$ cat config.mk
export PLATFORM = sky130hd
export DESIGN_NAME = gdp_remote_port
export DESIGN_NICKNAME = d
export VERILOG_FILES = /design/src/logic/gdp_pkg.sv /design/src/logic/gdp_remote_port.sv
export SDC_FILE = /design/constraint.sdc
export NUM_CORES = 1
export LEC_CHECK = 0
export BUFFER_PORTS_ARGS = -buffer_cell sky130_fd_sc_hd__buf_2
export CORE_UTILIZATION = 62
export CTS_CLUSTER_SIZE = 24
export DETAILED_ROUTE_END_ITERATION = 16
export PLACE_DENSITY = 0.88
export SLEW_MARGIN = 40
export SYNTH_ARGS = -nofsm -noshare
export SYNTH_HDL_FRONTEND = slang
export SYNTH_SLANG_ARGS = --single-unit
$ cat constraint.sdc
create_clock -name clock -period 3.9 [get_ports clock]
set_clock_uncertainty 0.2 [all_clocks]
set_input_delay 0.39 -clock clock [delete_from_list [all_inputs] [get_ports clock]]
set_output_delay 0.39 -clock clock [all_outputs]
set_load 0.02 [all_outputs]
$ cat src/logic/gdp_pkg.sv
// How it works
// [RL1] bus address only 01 to 31 accepted
// [RL2] new address takes effect at once
// [RL3] address after reset is 07
// [RL4] controller sends interface messages with ATN low; port takes them only with atnIn high
// [RL5] device clear resets parser, unaddressed too
// [RL6] selected clear only when listen addressed
// [RL7] device bytes carry 7-bit codes, ATN high; port sends and takes them only with atnIn low
// [RL8] talk only with reply data and talk addressed
// [RL9] new command line discards pending reply
// [RL10] fault latches and raises service request
// [RL11] latched fault cleared only by reset command
// [RL12] serial poll returns current status byte
// [RL13] poll read releases request until new fault
package gdp_pkg;
    // register byte addresses
    localparam logic [7:0] REG_ADDR      = 8'h00;
    localparam logic [7:0] REG_CTRL      = 8'h04;
    localparam logic [7:0] REG_RXDATA    = 8'h08;
    localparam logic [7:0] REG_TXDATA    = 8'h0c;
    localparam logic [7:0] REG_STATE     = 8'h10;
    localparam logic [7:0] REG_INT_STAT  = 8'h14;
    localparam logic [7:0] REG_INT_MASK  = 8'h18;
    // bus address limits and reset value
    localparam logic [4:0] ADDR_MIN      = 5'h01;
    localparam logic [4:0] ADDR_MAX      = 5'h1f;
    localparam logic [4:0] ADDR_DEFAULT  = 5'h07;
    // control register fields
    localparam int         CTRL_FAULT_CLR = 0;
    // state register fields
    localparam int         ST_LISTEN     = 0;
    localparam int         ST_TALK       = 1;
    localparam int         ST_RXFULL     = 2;
    localparam int         ST_SPMODE     = 3;
    localparam int         ST_SRQ        = 4;
    localparam int         ST_FAULT_LSB  = 8;
    localparam int         ST_COUNT_LSB  = 16;
    // interrupt event bits
    localparam int         EV_RX         = 0;
    localparam int         EV_CLEAR      = 1;
    localparam int         EV_FAULT      = 2;
    localparam int         EV_POLLED     = 3;
    localparam int         EV_REFUSED    = 4;
    localparam int         EV_DISCARD    = 5;
    localparam int         EV_NUM        = 6;
    localparam int         FAULT_NUM     = 6;
    // interface message codes, 7 bits
    localparam logic [6:0] CMD_DCL       = 7'h14;
    localparam logic [6:0] CMD_SDC       = 7'h04;
    localparam logic [6:0] CMD_SPE       = 7'h18;
    localparam logic [6:0] CMD_SPD       = 7'h19;
    localparam logic [6:0] CMD_UNL       = 7'h3f;
    localparam logic [6:0] CMD_UNT       = 7'h5f;
    localparam logic [1:0] GRP_LISTEN    = 2'h1;
    localparam logic [1:0] GRP_TALK      = 2'h2;

    typedef enum logic [1:0] {
        A_IDLE  = 2'b00,
        A_READY = 2'b01,
        A_HOLD  = 2'b10
    } gdp_acc_t;

    typedef enum logic [1:0] {
        S_IDLE = 2'b00,
        S_WAIT = 2'b01,
        S_DAV  = 2'b10
    } gdp_src_t;
endpackage

$ cat src/logic/gdp_remote_port.sv
`timescale 1ns/100ps
module gdp_remote_port import gdp_pkg::*; #(
    parameter int TX_DEPTH = 16
) (
    input  wire logic                 clock,
    input  wire logic                 reset_n,
    input  wire logic [7:0]           regAddr,
    input  wire logic [31:0]          regWdata,
    input  wire logic                 regWr,
    input  wire logic                 regRd,
    output logic      [31:0]          regRdata,
    input  wire logic [7:0]           dioIn,
    output logic      [7:0]           dioOut,
    output logic                      dioOe,
    input  wire logic                 atnIn,
    output logic                      eoiOe,
    input  wire logic                 davIn,
    output logic                      davOe,
    input  wire logic                 nrfdIn,
    output logic                      nrfdOe,
    input  wire logic                 ndacIn,
    output logic                      ndacOe,
    output logic                      srqOe,
    input  wire logic [FAULT_NUM-1:0] faultIn,
    output logic                      parserClear,
    output logic                      irq
);
    localparam int PW = $clog2(TX_DEPTH);

    if (TX_DEPTH < 2 || TX_DEPTH > 256 || (1 << PW) != TX_DEPTH) begin : gDepthCheck
        $error("TX_DEPTH must be a power of two from 2 to 256");
    end

    function automatic logic isAddrCmd(input logic [6:0] c, input logic [1:0] grp, input logic [4:0] a);
        isAddrCmd = (c == {grp, a});
    endfunction

    gdp_acc_t           accState_r, accState_nxt;
    gdp_src_t           srcState_r, srcState_nxt;
    logic [4:0]         busAddr_r;
    logic               listen_r, talk_r, spMode_r, spSent_r;
    logic [7:0]         rxData_r;
    logic               rxFull_r;
    logic [7:0]         txMem [TX_DEPTH];
    logic [PW-1:0]      txWrPtr_r, txRdPtr_r;
    logic [PW:0]        txCount_r, txCount_nxt;
    logic [FAULT_NUM-1:0] faultLatch_r;
    logic               srqPending_r;
    logic [EV_NUM-1:0]  intStat_r, intMask_r;
    logic [7:0]         dioOut_r;
    logic               dioOe_r, eoiOe_r, davOe_r, nrfdOe_r, ndacOe_r;
    logic               srqOe_r;
    logic               parserClear_r, irq_r;
    logic [31:0]        regRdata_r;
    logic               seenCycle_r;

    // decode of register accesses
    wire        wrAddr    = regWr && regAddr == REG_ADDR;
    wire        wrCtrl    = regWr && regAddr == REG_CTRL;
    wire        wrTx      = regWr && regAddr == REG_TXDATA;
    wire        wrIntStat = regWr && regAddr == REG_INT_STAT;
    wire        wrIntMask = regWr && regAddr == REG_INT_MASK;
    wire        rdRx      = regRd && regAddr == REG_RXDATA;
    wire        addrOk    = regWdata[31:5] == 27'h0 && regWdata[4:0] >= ADDR_MIN && regWdata[4:0] <= ADDR_MAX;
    wire        faultClr  = wrCtrl && regWdata[CTRL_FAULT_CLR];

    // acceptor side: bytes taken while ATN, or while listen addressed and not talk addressed
    // a talker that also listens would take its own bytes and flush its reply
    wire        accActive = atnIn || (listen_r && !talk_r);
    wire        accept    = accState_r == A_READY && davIn && !nrfdOe_r;
    wire [6:0]  cmd       = dioIn[6:0];
    wire        cmdAccept = accept && atnIn;
    wire        devAccept = accept && !atnIn;
    wire        isMla     = cmdAccept && isAddrCmd(cmd, GRP_LISTEN, busAddr_r);
    wire        isMta     = cmdAccept && isAddrCmd(cmd, GRP_TALK, busAddr_r);
    wire        isOta     = cmdAccept && cmd[6:5] == GRP_TALK && !isAddrCmd(cmd, GRP_TALK, busAddr_r);
    wire        isUnl     = cmdAccept && cmd == CMD_UNL && !isMla;
    wire        isUnt     = cmdAccept && cmd == CMD_UNT;
    wire        isSpe     = cmdAccept && cmd == CMD_SPE;
    wire        isSpd     = cmdAccept && cmd == CMD_SPD;
    wire        devClear  = cmdAccept && (cmd == CMD_DCL || (cmd == CMD_SDC && listen_r)); // RL5 RL6
    wire        discard   = devAccept && txCount_r != '0; // RL9

    // source side
    wire        txHave    = txCount_r != '0;
    wire        srcGo     = talk_r && !atnIn && (spMode_r ? !spSent_r : txHave); // RL8
    wire [7:0]  statusByte = {1'b0, srqPending_r, faultLatch_r}; // RL12
    wire [7:0]  srcByte   = spMode_r ? statusByte : {1'b0, txMem[txRdPtr_r][6:0]}; // RL7
    wire        srcDone   = srcState_r == S_DAV && !ndacIn && !atnIn;
    wire        pollDone  = srcDone && spMode_r;
    wire        txPop     = srcDone && !spMode_r;
    wire        txPush    = wrTx && !txCount_r[PW];
    wire        newFault  = |(faultIn & ~faultLatch_r);

    wire [EV_NUM-1:0] events = {discard, wrAddr && !addrOk, pollDone, newFault, devClear, devAccept};

    // upper pad follows the reply counter width
    wire [31:0] stateWord = {{(15-PW){1'b0}}, txCount_r, 2'h0, faultLatch_r, 3'h0,
                             srqPending_r, spMode_r, rxFull_r, talk_r, listen_r};

    // read mux, unmapped addresses read zero
    wire [31:0] rdMux =
        regAddr == REG_ADDR     ? {27'h0, busAddr_r} :
        regAddr == REG_RXDATA   ? {24'h0, rxData_r} :
        regAddr == REG_STATE    ? stateWord :
        regAddr == REG_INT_STAT ? {26'h0, intStat_r} :
        regAddr == REG_INT_MASK ? {26'h0, intMask_r} : 32'h0;

    always_comb begin
        accState_nxt = accState_r;
        case (accState_r)
            A_IDLE:  if (accActive) accState_nxt = A_READY;
            A_READY: if (accept) accState_nxt = A_HOLD;
                     else if (!accActive) accState_nxt = A_IDLE;
            A_HOLD:  if (!davIn) accState_nxt = A_IDLE;
            default: accState_nxt = A_IDLE;
        endcase
    end

    always_comb begin
        srcState_nxt = srcState_r;
        case (srcState_r)
            S_IDLE:  if (srcGo) srcState_nxt = S_WAIT;
            S_WAIT:  if (atnIn) srcState_nxt = S_IDLE;
                     else if (!nrfdIn) srcState_nxt = S_DAV;
            S_DAV:   if (atnIn || !ndacIn) srcState_nxt = S_IDLE;
            default: srcState_nxt = S_IDLE;
        endcase
    end

    // flush wins over push and pop
    always_comb begin
        txCount_nxt = txCount_r;
        if (devClear || discard) txCount_nxt = '0;
        else if (txPush && !txPop) txCount_nxt = txCount_r + 1'b1;
        else if (txPop && !txPush) txCount_nxt = txCount_r - 1'b1;
    end

    always_ff @(posedge clock or negedge reset_n) begin
        if (!reset_n) begin
            accState_r <= A_IDLE;
            srcState_r <= S_IDLE;
        end else begin
            accState_r <= accState_nxt;
            srcState_r <= srcState_nxt;
        end
    end

    // bus address, refused values leave the old one in place
    always_ff @(posedge clock or negedge reset_n) begin
        if (!reset_n) busAddr_r <= ADDR_DEFAULT; // RL3
        else if (wrAddr && addrOk) busAddr_r <= regWdata[4:0]; // RL1 RL2
    end

    // addressing state from interface messages
    always_ff @(posedge clock or negedge reset_n) begin
        if (!reset_n) begin
            listen_r <= 1'b0;
            talk_r   <= 1'b0;
            spMode_r <= 1'b0;
            spSent_r <= 1'b0;
        end else begin
            if (isMla) listen_r <= 1'b1;
            else if (isUnl) listen_r <= 1'b0;
            if (isMta) talk_r <= 1'b1;
            else if (isUnt || isOta) talk_r <= 1'b0;
            if (isSpe) spMode_r <= 1'b1;
            else if (isSpd) spMode_r <= 1'b0;
            if (isSpe) spSent_r <= 1'b0;
            else if (pollDone) spSent_r <= 1'b1;
        end
    end

    // single receive holding byte; NRFD stalls the controller while full
    always_ff @(posedge clock or negedge reset_n) begin
        if (!reset_n) begin
            rxData_r <= 8'h00;
            rxFull_r <= 1'b0;
        end else begin
            if (devAccept) rxData_r <= dioIn;
            if (devAccept) rxFull_r <= 1'b1;
            else if (devClear || rdRx) rxFull_r <= 1'b0; // RL5 RL6
        end
    end

    always_ff @(posedge clock) begin
        if (txPush) txMem[txWrPtr_r] <= regWdata[7:0];
    end

    always_ff @(posedge clock or negedge reset_n) begin
        if (!reset_n) begin
            txWrPtr_r <= '0;
            txRdPtr_r <= '0;
            txCount_r <= '0;
        end else begin
            txCount_r <= txCount_nxt;
            if (devClear || discard) begin
                txWrPtr_r <= '0;
                txRdPtr_r <= '0;
            end else begin
                if (txPush) txWrPtr_r <= txWrPtr_r + 1'b1;
                if (txPop) txRdPtr_r <= txRdPtr_r + 1'b1;
            end
        end
    end

    // faults stay until the reset command; a fault arriving now wins
    always_ff @(posedge clock or negedge reset_n) begin
        if (!reset_n) begin
            faultLatch_r <= '0;
            srqPending_r <= 1'b0;
        end else begin
            faultLatch_r <= (faultLatch_r & ~{FAULT_NUM{faultClr}}) | faultIn; // RL10 RL11
            srqPending_r <= newFault || (srqPending_r && !pollDone); // RL10 RL13
        end
    end

    // bus pin drivers, all registered
    always_ff @(posedge clock or negedge reset_n) begin
        if (!reset_n) begin
            dioOut_r <= 8'h00;
            dioOe_r  <= 1'b0;
            eoiOe_r  <= 1'b0;
            davOe_r  <= 1'b0;
            nrfdOe_r <= 1'b0;
            ndacOe_r <= 1'b0;
            srqOe_r  <= 1'b0;
        end else begin
            if (srcState_r == S_IDLE && srcGo) dioOut_r <= srcByte;
            dioOe_r  <= srcState_nxt != S_IDLE; // RL8
            eoiOe_r  <= srcState_nxt != S_IDLE && !spMode_r && txCount_r == 1;
            davOe_r  <= srcState_nxt == S_DAV;
            nrfdOe_r <= accState_nxt == A_HOLD ||
                        (accState_nxt == A_READY && !atnIn && rxFull_r && !devAccept) ||
                        (accState_nxt == A_READY && !atnIn && devAccept);
            ndacOe_r <= accState_nxt == A_READY;
            srqOe_r  <= srqPending_r; // RL13
        end
    end

    // sticky status: write one clears, a new event wins
    always_ff @(posedge clock or negedge reset_n) begin
        if (!reset_n) begin
            intStat_r     <= '0;
            intMask_r     <= '0;
            irq_r         <= 1'b0;
            parserClear_r <= 1'b0;
            regRdata_r    <= 32'h0;
            seenCycle_r   <= 1'b0;
        end else begin
            intStat_r     <= (intStat_r & ~(wrIntStat ? regWdata[EV_NUM-1:0] : '0)) | events;
            if (wrIntMask) intMask_r <= regWdata[EV_NUM-1:0];
            irq_r         <= |(intStat_r & intMask_r);
            parserClear_r <= devClear; // RL5 RL6
            regRdata_r    <= regRd ? rdMux : 32'h0;
            seenCycle_r   <= 1'b1;
        end
    end

    assign dioOut      = dioOut_r;
    assign dioOe       = dioOe_r;
    assign eoiOe       = eoiOe_r;
    assign davOe       = davOe_r;
    assign nrfdOe      = nrfdOe_r;
    assign ndacOe      = ndacOe_r;
    assign srqOe       = srqOe_r;
    assign parserClear = parserClear_r;
    assign irq         = irq_r;
    assign regRdata    = regRdata_r;
endmodule

Word-level counts from Yosys, hierarchy flattened
Memory sizes are Yosys's and may differ from the RTL's. Index checks and enable logic that the tools add are counted.

Bits in writable memories: 128. Memories: 1. Input bits: 62. Memory bits (read-only): 0. Logic and storage cells: 187. Register bits after elaboration: 91. Latch bits: 0. Output and inout bits: 48.

Memories: txMem (depth 16, width 8, rd ports 1, clocked after Yosys merged registers in 0, wr ports 1, RTL line gdp_remote_port.sv:44) `logic [7:0] txMem [TX_DEPTH];`.

Eq/ne operators: 23. Mux-type cells: 38. Reduce and logical (&&, ||, !) cells: 84. Bitwise operators: 9. $lt $le $gt $ge: 2. Shift operators: 0. Multiply operators: 0. Add/sub/neg operators: 4. Divide/modulo/power cells: 0.

Operator list (number): 21-bit 2-to-1 mux (4); 1-bit logical AND (45); 27-bit logical NOT (1); 6-bit AND (4); 8-bit by 5-bit equality test with 1-bit output (second input constant) (3); 7-bit by 5-bit equality test with 1-bit output (second input constant) (3); 6-bit 2-to-1 mux (3); 6-bit inverter (3); 8-bit by 4-bit equality test with 1-bit output (second input constant) (2); 2-bit 2-to-1 mux (8); 4-bit 2-to-1 mux (4); 2-bit nonzero test (8); 5-bit 2-to-1 mux (3); 1-bit logical NOT (14); 1-bit 2-to-1 mux (13); 6-bit bitwise OR (2); 2-bit one-hot mux with 3 select lines (2); 6-bit OR reduction (2); 2-bit equality test (second input constant) (5); 1-bit logical OR (9); 4-bit by 1-bit adder with 4-bit output (second input constant) (2); 8-bit by 3-bit equality test with 1-bit output (second input constant) (1); 8-bit logical NOT (1); 7-bit by 3-bit equality test with 1-bit output (second input constant) (1); 14 further kinds (17).

Logic depth before layout (Yosys ltp)
Gate-level depths: netlist (run 1).

Depth in word-level cells: 12. Depth in mapped cells: 8.

Worst setup path before layout (run 1)
OpenSTA, ideal clock, no wires.

Path type: input port to flip-flop. From: in regAddr[5]. To: mem txMem[5][0], enable pin. Slack: 1.233 ns. Arrival: 2.087 ns. Library setup time: 0.380 ns. Cell stages on the path: 6. Path buffers: 2. Data required time: 3.320 ns. Path through: or3_4 -> buf_6 -> nor4_4 -> buf_6 -> nand2_1 -> nor3_1.

Cells in the longest elaborated chain, start to end: 5.

RTL lines: from (decl) (RTL line gdp_remote_port.sv:7) `input wire logic [7:0] regAddr,`; 8-bit by 4-bit equality test with 1-bit output (RTL line gdp_remote_port.sv:60) `wire wrTx = regWr && regAddr == REG_TXDATA;`; 1-bit logical AND (RTL line gdp_remote_port.sv:60); 1-bit logical AND (RTL line gdp_remote_port.sv:92) `wire txPush = wrTx && !txCount_r[PW];`; 1-bit 2-to-1 mux (RTL line gdp_remote_port.sv:187) `if (txPush) txMem[txWrPtr_r] <= regWdata[7:0];`; 1-bit 2-to-1 mux (implied by the code) (RTL line gdp_remote_port.sv:187); to (decl) (RTL line gdp_remote_port.sv:44).

Every way passes these cells.

Worst setup path after layout (run 1)
From: reg txRdPtr_r[0]. To: reg dioOut_r[2], in the netlist dioOut[2].

Cells in the longest elaborated chain, start to end: 2.

RTL lines: from (decl) (RTL line gdp_remote_port.sv:45) `logic [PW-1:0] txWrPtr_r, txRdPtr_r;`; from (signal assigned) (RTL line gdp_remote_port.sv:202) `if (txPop) txRdPtr_r <= txRdPtr_r + 1'b1;`; memory 16 x 8 bit; 7-bit 2-to-1 mux (RTL line gdp_remote_port.sv:88) `wire [7:0] srcByte = spMode_r ? statusByte : {1'b0, txMem[txRdPtr_r][6:0]};`; to (signal assigned) (RTL line gdp_remote_port.sv:229) `if (srcState_r == S_IDLE && srcGo) dioOut_r <= srcByte;`; to (decl) (RTL line gdp_remote_port.sv:50) `logic [7:0] dioOut_r;`.

Every way passes these cells. A chain may end at the register's enable or synchronous reset.

==> results.ini, run 1 <==
[outcome]
outcome = finished clean

[synth]
muxShareOfSynthArea_pct = 8.68
synth_xor_area_share_pct = 1.32
ys_async_sr_fraction_pct = 44.0
synth_compound_area_share_pct = 7.48
yosys.area_share.simple_pct = 12.8
synth-edff-count = 112
synth_top_family_by_area = simple AND/OR/NAND/NOR gates
synth-warning-count = 0
synth.distinct_cells = 64
synth_fa_ha_area_share_pct = 1.30
avgSynthCellArea_sq_um = 13.6
yosys_most_used_dff = edfxtp_1
synth-seq-area-share_pct = 64.4
synth-seq-cells = 200
syn_area_sq_um = 8650
syn_inst = 638

[sta]
setup_viol = 0
rsz0062_at_grt = false
maxSlewViolCount = 0
hold_viol = 0
holdWs_ps = 11.6
finalSetupTns_ps = 0
fmax_ghz = 0.391
period_share_pct = 65.6
fin_ws_ps = 1340
slew_headroom_pct = 48.2
period_minus_slack_ps = 2560
worst_pin_slew_ps = 771

[power]
clockPowerShare_pct = 39.0
seq_power_share_pct = 53.0
combinationalPowerShare_pct = 7.9
p_switching_mw = 1.09
finalPower_mw = 4.49
sw_frac_of_total_pct = 24.3
power_density_nw_per_um2 = 455
internal_power_mw = 3.40
peakVddDrop_uv = 343
p_leak_nw = 3.97

[critical_path]
rrSetupSlack_ps = 1340
worstPathMaxFanout = 31
max_stage_delay_ps = 820
crit_top_cell = a21oi_1
critical_path.slowest_cell = dfrtp_4
required_ps = 4000
ff2ff_path_depth = 5
r2r-start = txRdPtr_r[0]
end_kind = register
critPathLaunchType = register
rr_endpoint = dioOut[2]
critPathKind = reg2reg
crit_chain = mux4_2 -> a22oi_1 -> a21oi_1 -> a21oi_1 -> a21oi_1
cp.arrival_ps = 2660

[floorplan]
start_util_pct = 64.6
die_w_um = 120
pin_count = 110
die_h_um = 120
design.core.area_sq_um = 13400
num_rows = 42
dieArea_sq_um = 14400

[clock_network]
cts_tree = done
cts.path.max_buffers = 2
cts_resized = 0
clock-sinks = 200
ctsHtreeMaxLevel = 4
cts_buffers = 17
cts-root-buf = clkbuf_16
clock_latency_ps = 440
path_clk_slew_ps = 70
post_cts.repair.setup_buffers = 0

[global_route]
grt-busiest-layer = met2
grt_max_degree = 89
grt_usage_pct = 31.5
grtUsageMet1_pct = 39.7
grt_first_pass_wirelength_um = 32900
grt_overflow = 0
grt_pass1_vias = 5906
globalRouteMet2Util_pct = 52.0
grt_use_met3_pct = 7.22
antenna_found_initial = 0

[drt]
wl_um = 21100
drt_iter0_drc = 736
num_vias = 5862
routedWlPerCell_um = 22.7
drc_errors = 0
dr.pass1.iters = 5
postRouteAntennaNets = 0
post_drt_via_cell_ratio = 6.31

[cells_and_area]
fill_cells = 825
final_common_cell = edfxtp_1
final_cells = 929
layout_common_cells = 112 x edfxtp_1, 94 x buf_2, 84 x dfrtp_1
drive_gt1_share_pct = 24.6
finalCoreUtilization_pct = 73.7
n_antenna_cell = 0
final_cell_area_sq_um = 9870
num-nets-final = 811
syn2layout_area_growth_pct = 14.1

[min_path]
min_from = dioIn[1]
min_path_cells = 3
hold_path_class = in2reg
min_to = rxData_r[1]

[placement]
hpwl_um = 13200
numPortBuffers = 95
dpl_cell_area_sq_um = 9210
pre_cts_ws_ps = 1140
place_inst = 888
place_congestion = 0.873

[flow_run]
drv_cap = 0

-- registers in the layout, summed over array words and instances (netlist names), 2 cells and up --
register      cells
txCount_r         5
dioOut            7
txWrPtr_r         4
busAddr_r         5
txMem           112
intMask_r         6
rxData_r          8
intStat_r         6
regRdata         19
accState_r        2
srcState_r        2
txRdPtr_r         4
faultLatch_r      6
-- synthesized netlist by cell type (6+ instances only) --
| library cell | count | share of area [%] |
|---|---|---|
| edfxtp_1 | 112 | 39 |
| dfrtp_1 | 85 | 25 |
| nand2_1 | 61 | 2.6 |
| nor2_1 | 41 | 1.8 |
| a21oi_1 | 36 | 2.1 |
| mux4_2 | 28 | 7.3 |
| inv_1 | 23 | 1.0 |
| nor3_1 | 22 | 1.3 |
| a22oi_1 | 17 | 1.5 |
| clkbuf_1 | 16 | 0.69 |
| and2_1 | 15 | 1.1 |
| buf_4 | 15 | 1.3 |
| nand3_1 | 12 | 0.69 |
| o21ai_0 | 12 | 0.69 |
| ha_1 | 9 | 1.3 |
| xnor2_1 | 8 | 0.81 |
| nand2b_1 | 7 | 0.51 |
| nor2b_1 | 7 | 0.51 |
| nor4_1 | 7 | 0.51 |
| a21o_1 | 6 | 0.52 |
| and3_1 | 6 | 0.43 |
| buf_2 | 6 | 0.35 |
| mux2_2 | 6 | 0.78 |
-- critical path, delay by kind of cell, from the launching register on --
| family | cells | cell delay [ps] |
|---|---|---|
| DFF | 1 | 820 |
| AOI/OAI and AO/OA | 4 | 800 |
| muxes | 1 | 590 |
-- worst max-delay path by stage --
stage | slack (ps) | from | cells after the start | to
after global placement | 1250 | regAddr[5] | 7 | txMem[0][4]
final | 1340 | txRdPtr_r[0] | 5 | dioOut[2]
after floorplan | 1230 | regAddr[5] | 6 | txMem[5][0]
after CTS | 1390 | txRdPtr_r[0] | 5 | dioOut[2]
after detailed placement | 1140 | regAddr[5] | 6 | txMem[12][0]
after global routing | 1200 | txRdPtr_r[0] | 5 | dioOut[2]
-- layout make-up --
class	instances	area (sq um)	share of cell area [%]
clock buffers	19	433	4.38
repair buffers	112	634	6.42
multi-input cells	386	2790	28.2
inverters	23	86.3	0.874
well taps	176	220	2.23
clock inverters	13	141	1.43
flip-flops and latches	200	5570	56.4
-- what timing repair did --
| action | in CTS | in global routing |
|---|---|---|
| endpoints found under the hold margin | 93 | 0 |
| hold buffers | 9 | 0 |
| setup endpoints to repair | 0 | 0 |
-- logic make-up (layout without fill, tap and decap cells) --
family,after synthesis,in the layout
xor gates and xnor gates,13,13
DFF,200,200
and+or+nand+nor,209,209
other,1,14
buffers and inverters,65,167
AOI/OAI and AO/OA,102,102
adders and majority gates,9,9
muxes,39,39
-- power groups by stage --
stage	Combinational [mW]	Sequential (mW)	Clock, mW
2_1_floorplan	0.212	2.41	0
3_5_place_dp	0.342	2.42	0
6_report	0.356	2.38	1.75
3_3_place_gp	0.322	2.41	0
5_1_grt	0.392	2.39	1.83
4_1_cts	0.354	2.38	1.75
-- routing by layer --
layer | share of wire (%) | up-vias
met5 | 0 | -
met4 | 3.6 | 0
met3 | 8.7 | 52
met2 | 51 | 370
met1 | 36 | 2921
li1 | - | 2519
Power figures use the tool's default switching activity.
==> run 2: changes to the inputs <==
CORE_UTILIZATION = 58   (was 62)
PLACE_DENSITY = 0.83   (was 0.88)
clock period = 2.65 ns   (was 3.9 ns; I/O delays follow)
==> run 2 against run 1 <==
Compared with the run above: setup slack got worse by 1100 ps; sequential share of layout area decreased by 1.3 points; combinational power increased by 58%; register-to-register slack got worse by 1100 ps; largest cell class unchanged; highest routed layer unchanged.
==> results.ini, run 2 (synthesized netlist as in run 1, its figures left out) <==
[cells_and_area]
num-nets-final = 837
fill_cells = 978
finalCoreUtilization_pct = 69.5
n_antenna_cell = 0
syn2layout_area_growth_pct = 16.7
layout_common_cells = 112 x edfxtp_1, 94 x buf_2, 84 x dfrtp_1
largest_reg_flops = 112
largest_register = txMem
drive_gt1_share_pct = 25.3
final_common_cell = edfxtp_1

[sta]
fmax_ghz = 0.420
slew_headroom_pct = 59.1
setup_viol = 0
period_minus_slack_ps = 2380
finalSetupTns_ps = 0
period_share_pct = 89.8
rsz0062_at_grt = false
hold_viol = 0
maxSlewViolCount = 0
worst_pin_slew_ps = 613

[floorplan]
num_rows = 44
die_h_um = 124
dieArea_sq_um = 15400
design.core.area_sq_um = 14500
die_w_um = 124
start_util_pct = 59.5
pin_count = 110

[clock_network]
ctsHtreeMaxLevel = 4
cts_buffers = 17
path_clk_slew_ps = 70
post_cts.repair.setup_buffers = 0
cts.path.max_buffers = 2
clock_latency_ps = 440
cts_tree = done
cts-root-buf = clkbuf_16
clock-sinks = 200

[placement]
place_congestion = 0.899
numPortBuffers = 95
hpwl_um = 13700

[critical_path]
end_kind = register
critPathKind = reg2reg
required_ps = 2770
critPathLaunchType = register
cp.arrival_ps = 2500
worstPathMaxFanout = 13

[global_route]
grt_pass1_vias = 5830
grt_first_pass_wirelength_um = 31400
antenna_found_initial = 1
grt_overflow = 0
grt_max_degree = 46
grt_usage_pct = 28.5

[power]
p_leak_nw = 4.08
finalPower_mw = 6.51
peakVddDrop_uv = 433
power_density_nw_per_um2 = 645

[drt]
wl_um = 20500
drc_errors = 0
post_drt_via_cell_ratio = 6.12
postRouteAntennaNets = 0
dr.pass1.iters = 5
routedWlPerCell_um = 21.3
num_vias = 5898
drt_iter0_drc = 644

[flow_run]
drv_cap = 0

[outcome]
outcome = finished clean

[min_path]
hold_path_class = in2reg

## run 2: where the power goes
part           total, mW  switching, mW  internal, mW
logic              0.564          0.344         0.220
clock network       2.45           1.07          1.38
registers           3.50         0.0949          3.40
total               6.51           1.51          5.00
## run 2: area by class of cell
class	count	area, sq um	area share (%)
Sequential cell	200	5570	55.2
Multi-Input combinational cell	386	2790	27.6
Timing Repair Buffer	138	873	8.65
Clock buffer	23	448	4.44
Tap cell	184	230	2.28
Clock inverter	9	101	1.00
Inverter	23	86.3	0.855
## run 2: critical path, cell delays in order (launching register included)
cell and delay [ps]:
dfrtp_1 400, nand3b_1 310, nor3_1 450, and4_1 390, a21o_2 300, o21ba_2 210
## run 2: final timing paths
check / slack, ps / endpoint / from / cells past startpoint
setup / recovery: 270 / txCount_r[2] / nrfdOe / 5
hold / removal: 10 / srqPending_r / ndacIn / 4
setup reg to reg: 270 / txCount_r[2] / nrfdOe / 5
hold reg to reg: 290 / rxData_r[7] / rxData_r[7] / 2
max in group asynchronous: 1420 / regRdata[2] / reset_n / 3
min in group asynchronous: 180 / faultLatch_r[4] / reset_n / 2
## run 2: per-layer routing
layer,wire length [um],vias up,track usage (%)
li1,-,2566,-
met5,0,-,0
met1,7880,2904,37.1
met3,1680,53,6.27
met4,468,0,8.85
met2,10500,375,48.0
## run 2: per-stage QoR
stage | hold WS (ps) | instances | setup slack, ps | instance area [sq um]
3_5_place_dp | 113 | 912 | 197 | 9360
5_1_grt | 31.4 | 963 | 129 | 10100
3_3_place_gp | 102 | 912 | 285 | 9360
6_report | 11.8 | 963 | 271 | 10100
2_1_floorplan | -231 | 651 | 108 | 8700
4_1_cts | 3.69 | 963 | 314 | 10100
## run 2: what timing repair did
action                                  CTS  global route
endpoints found under the hold margin    64             0
endpoints found under the setup margin    0             0
resized for setup                         0             0
hold buffers                             19             0
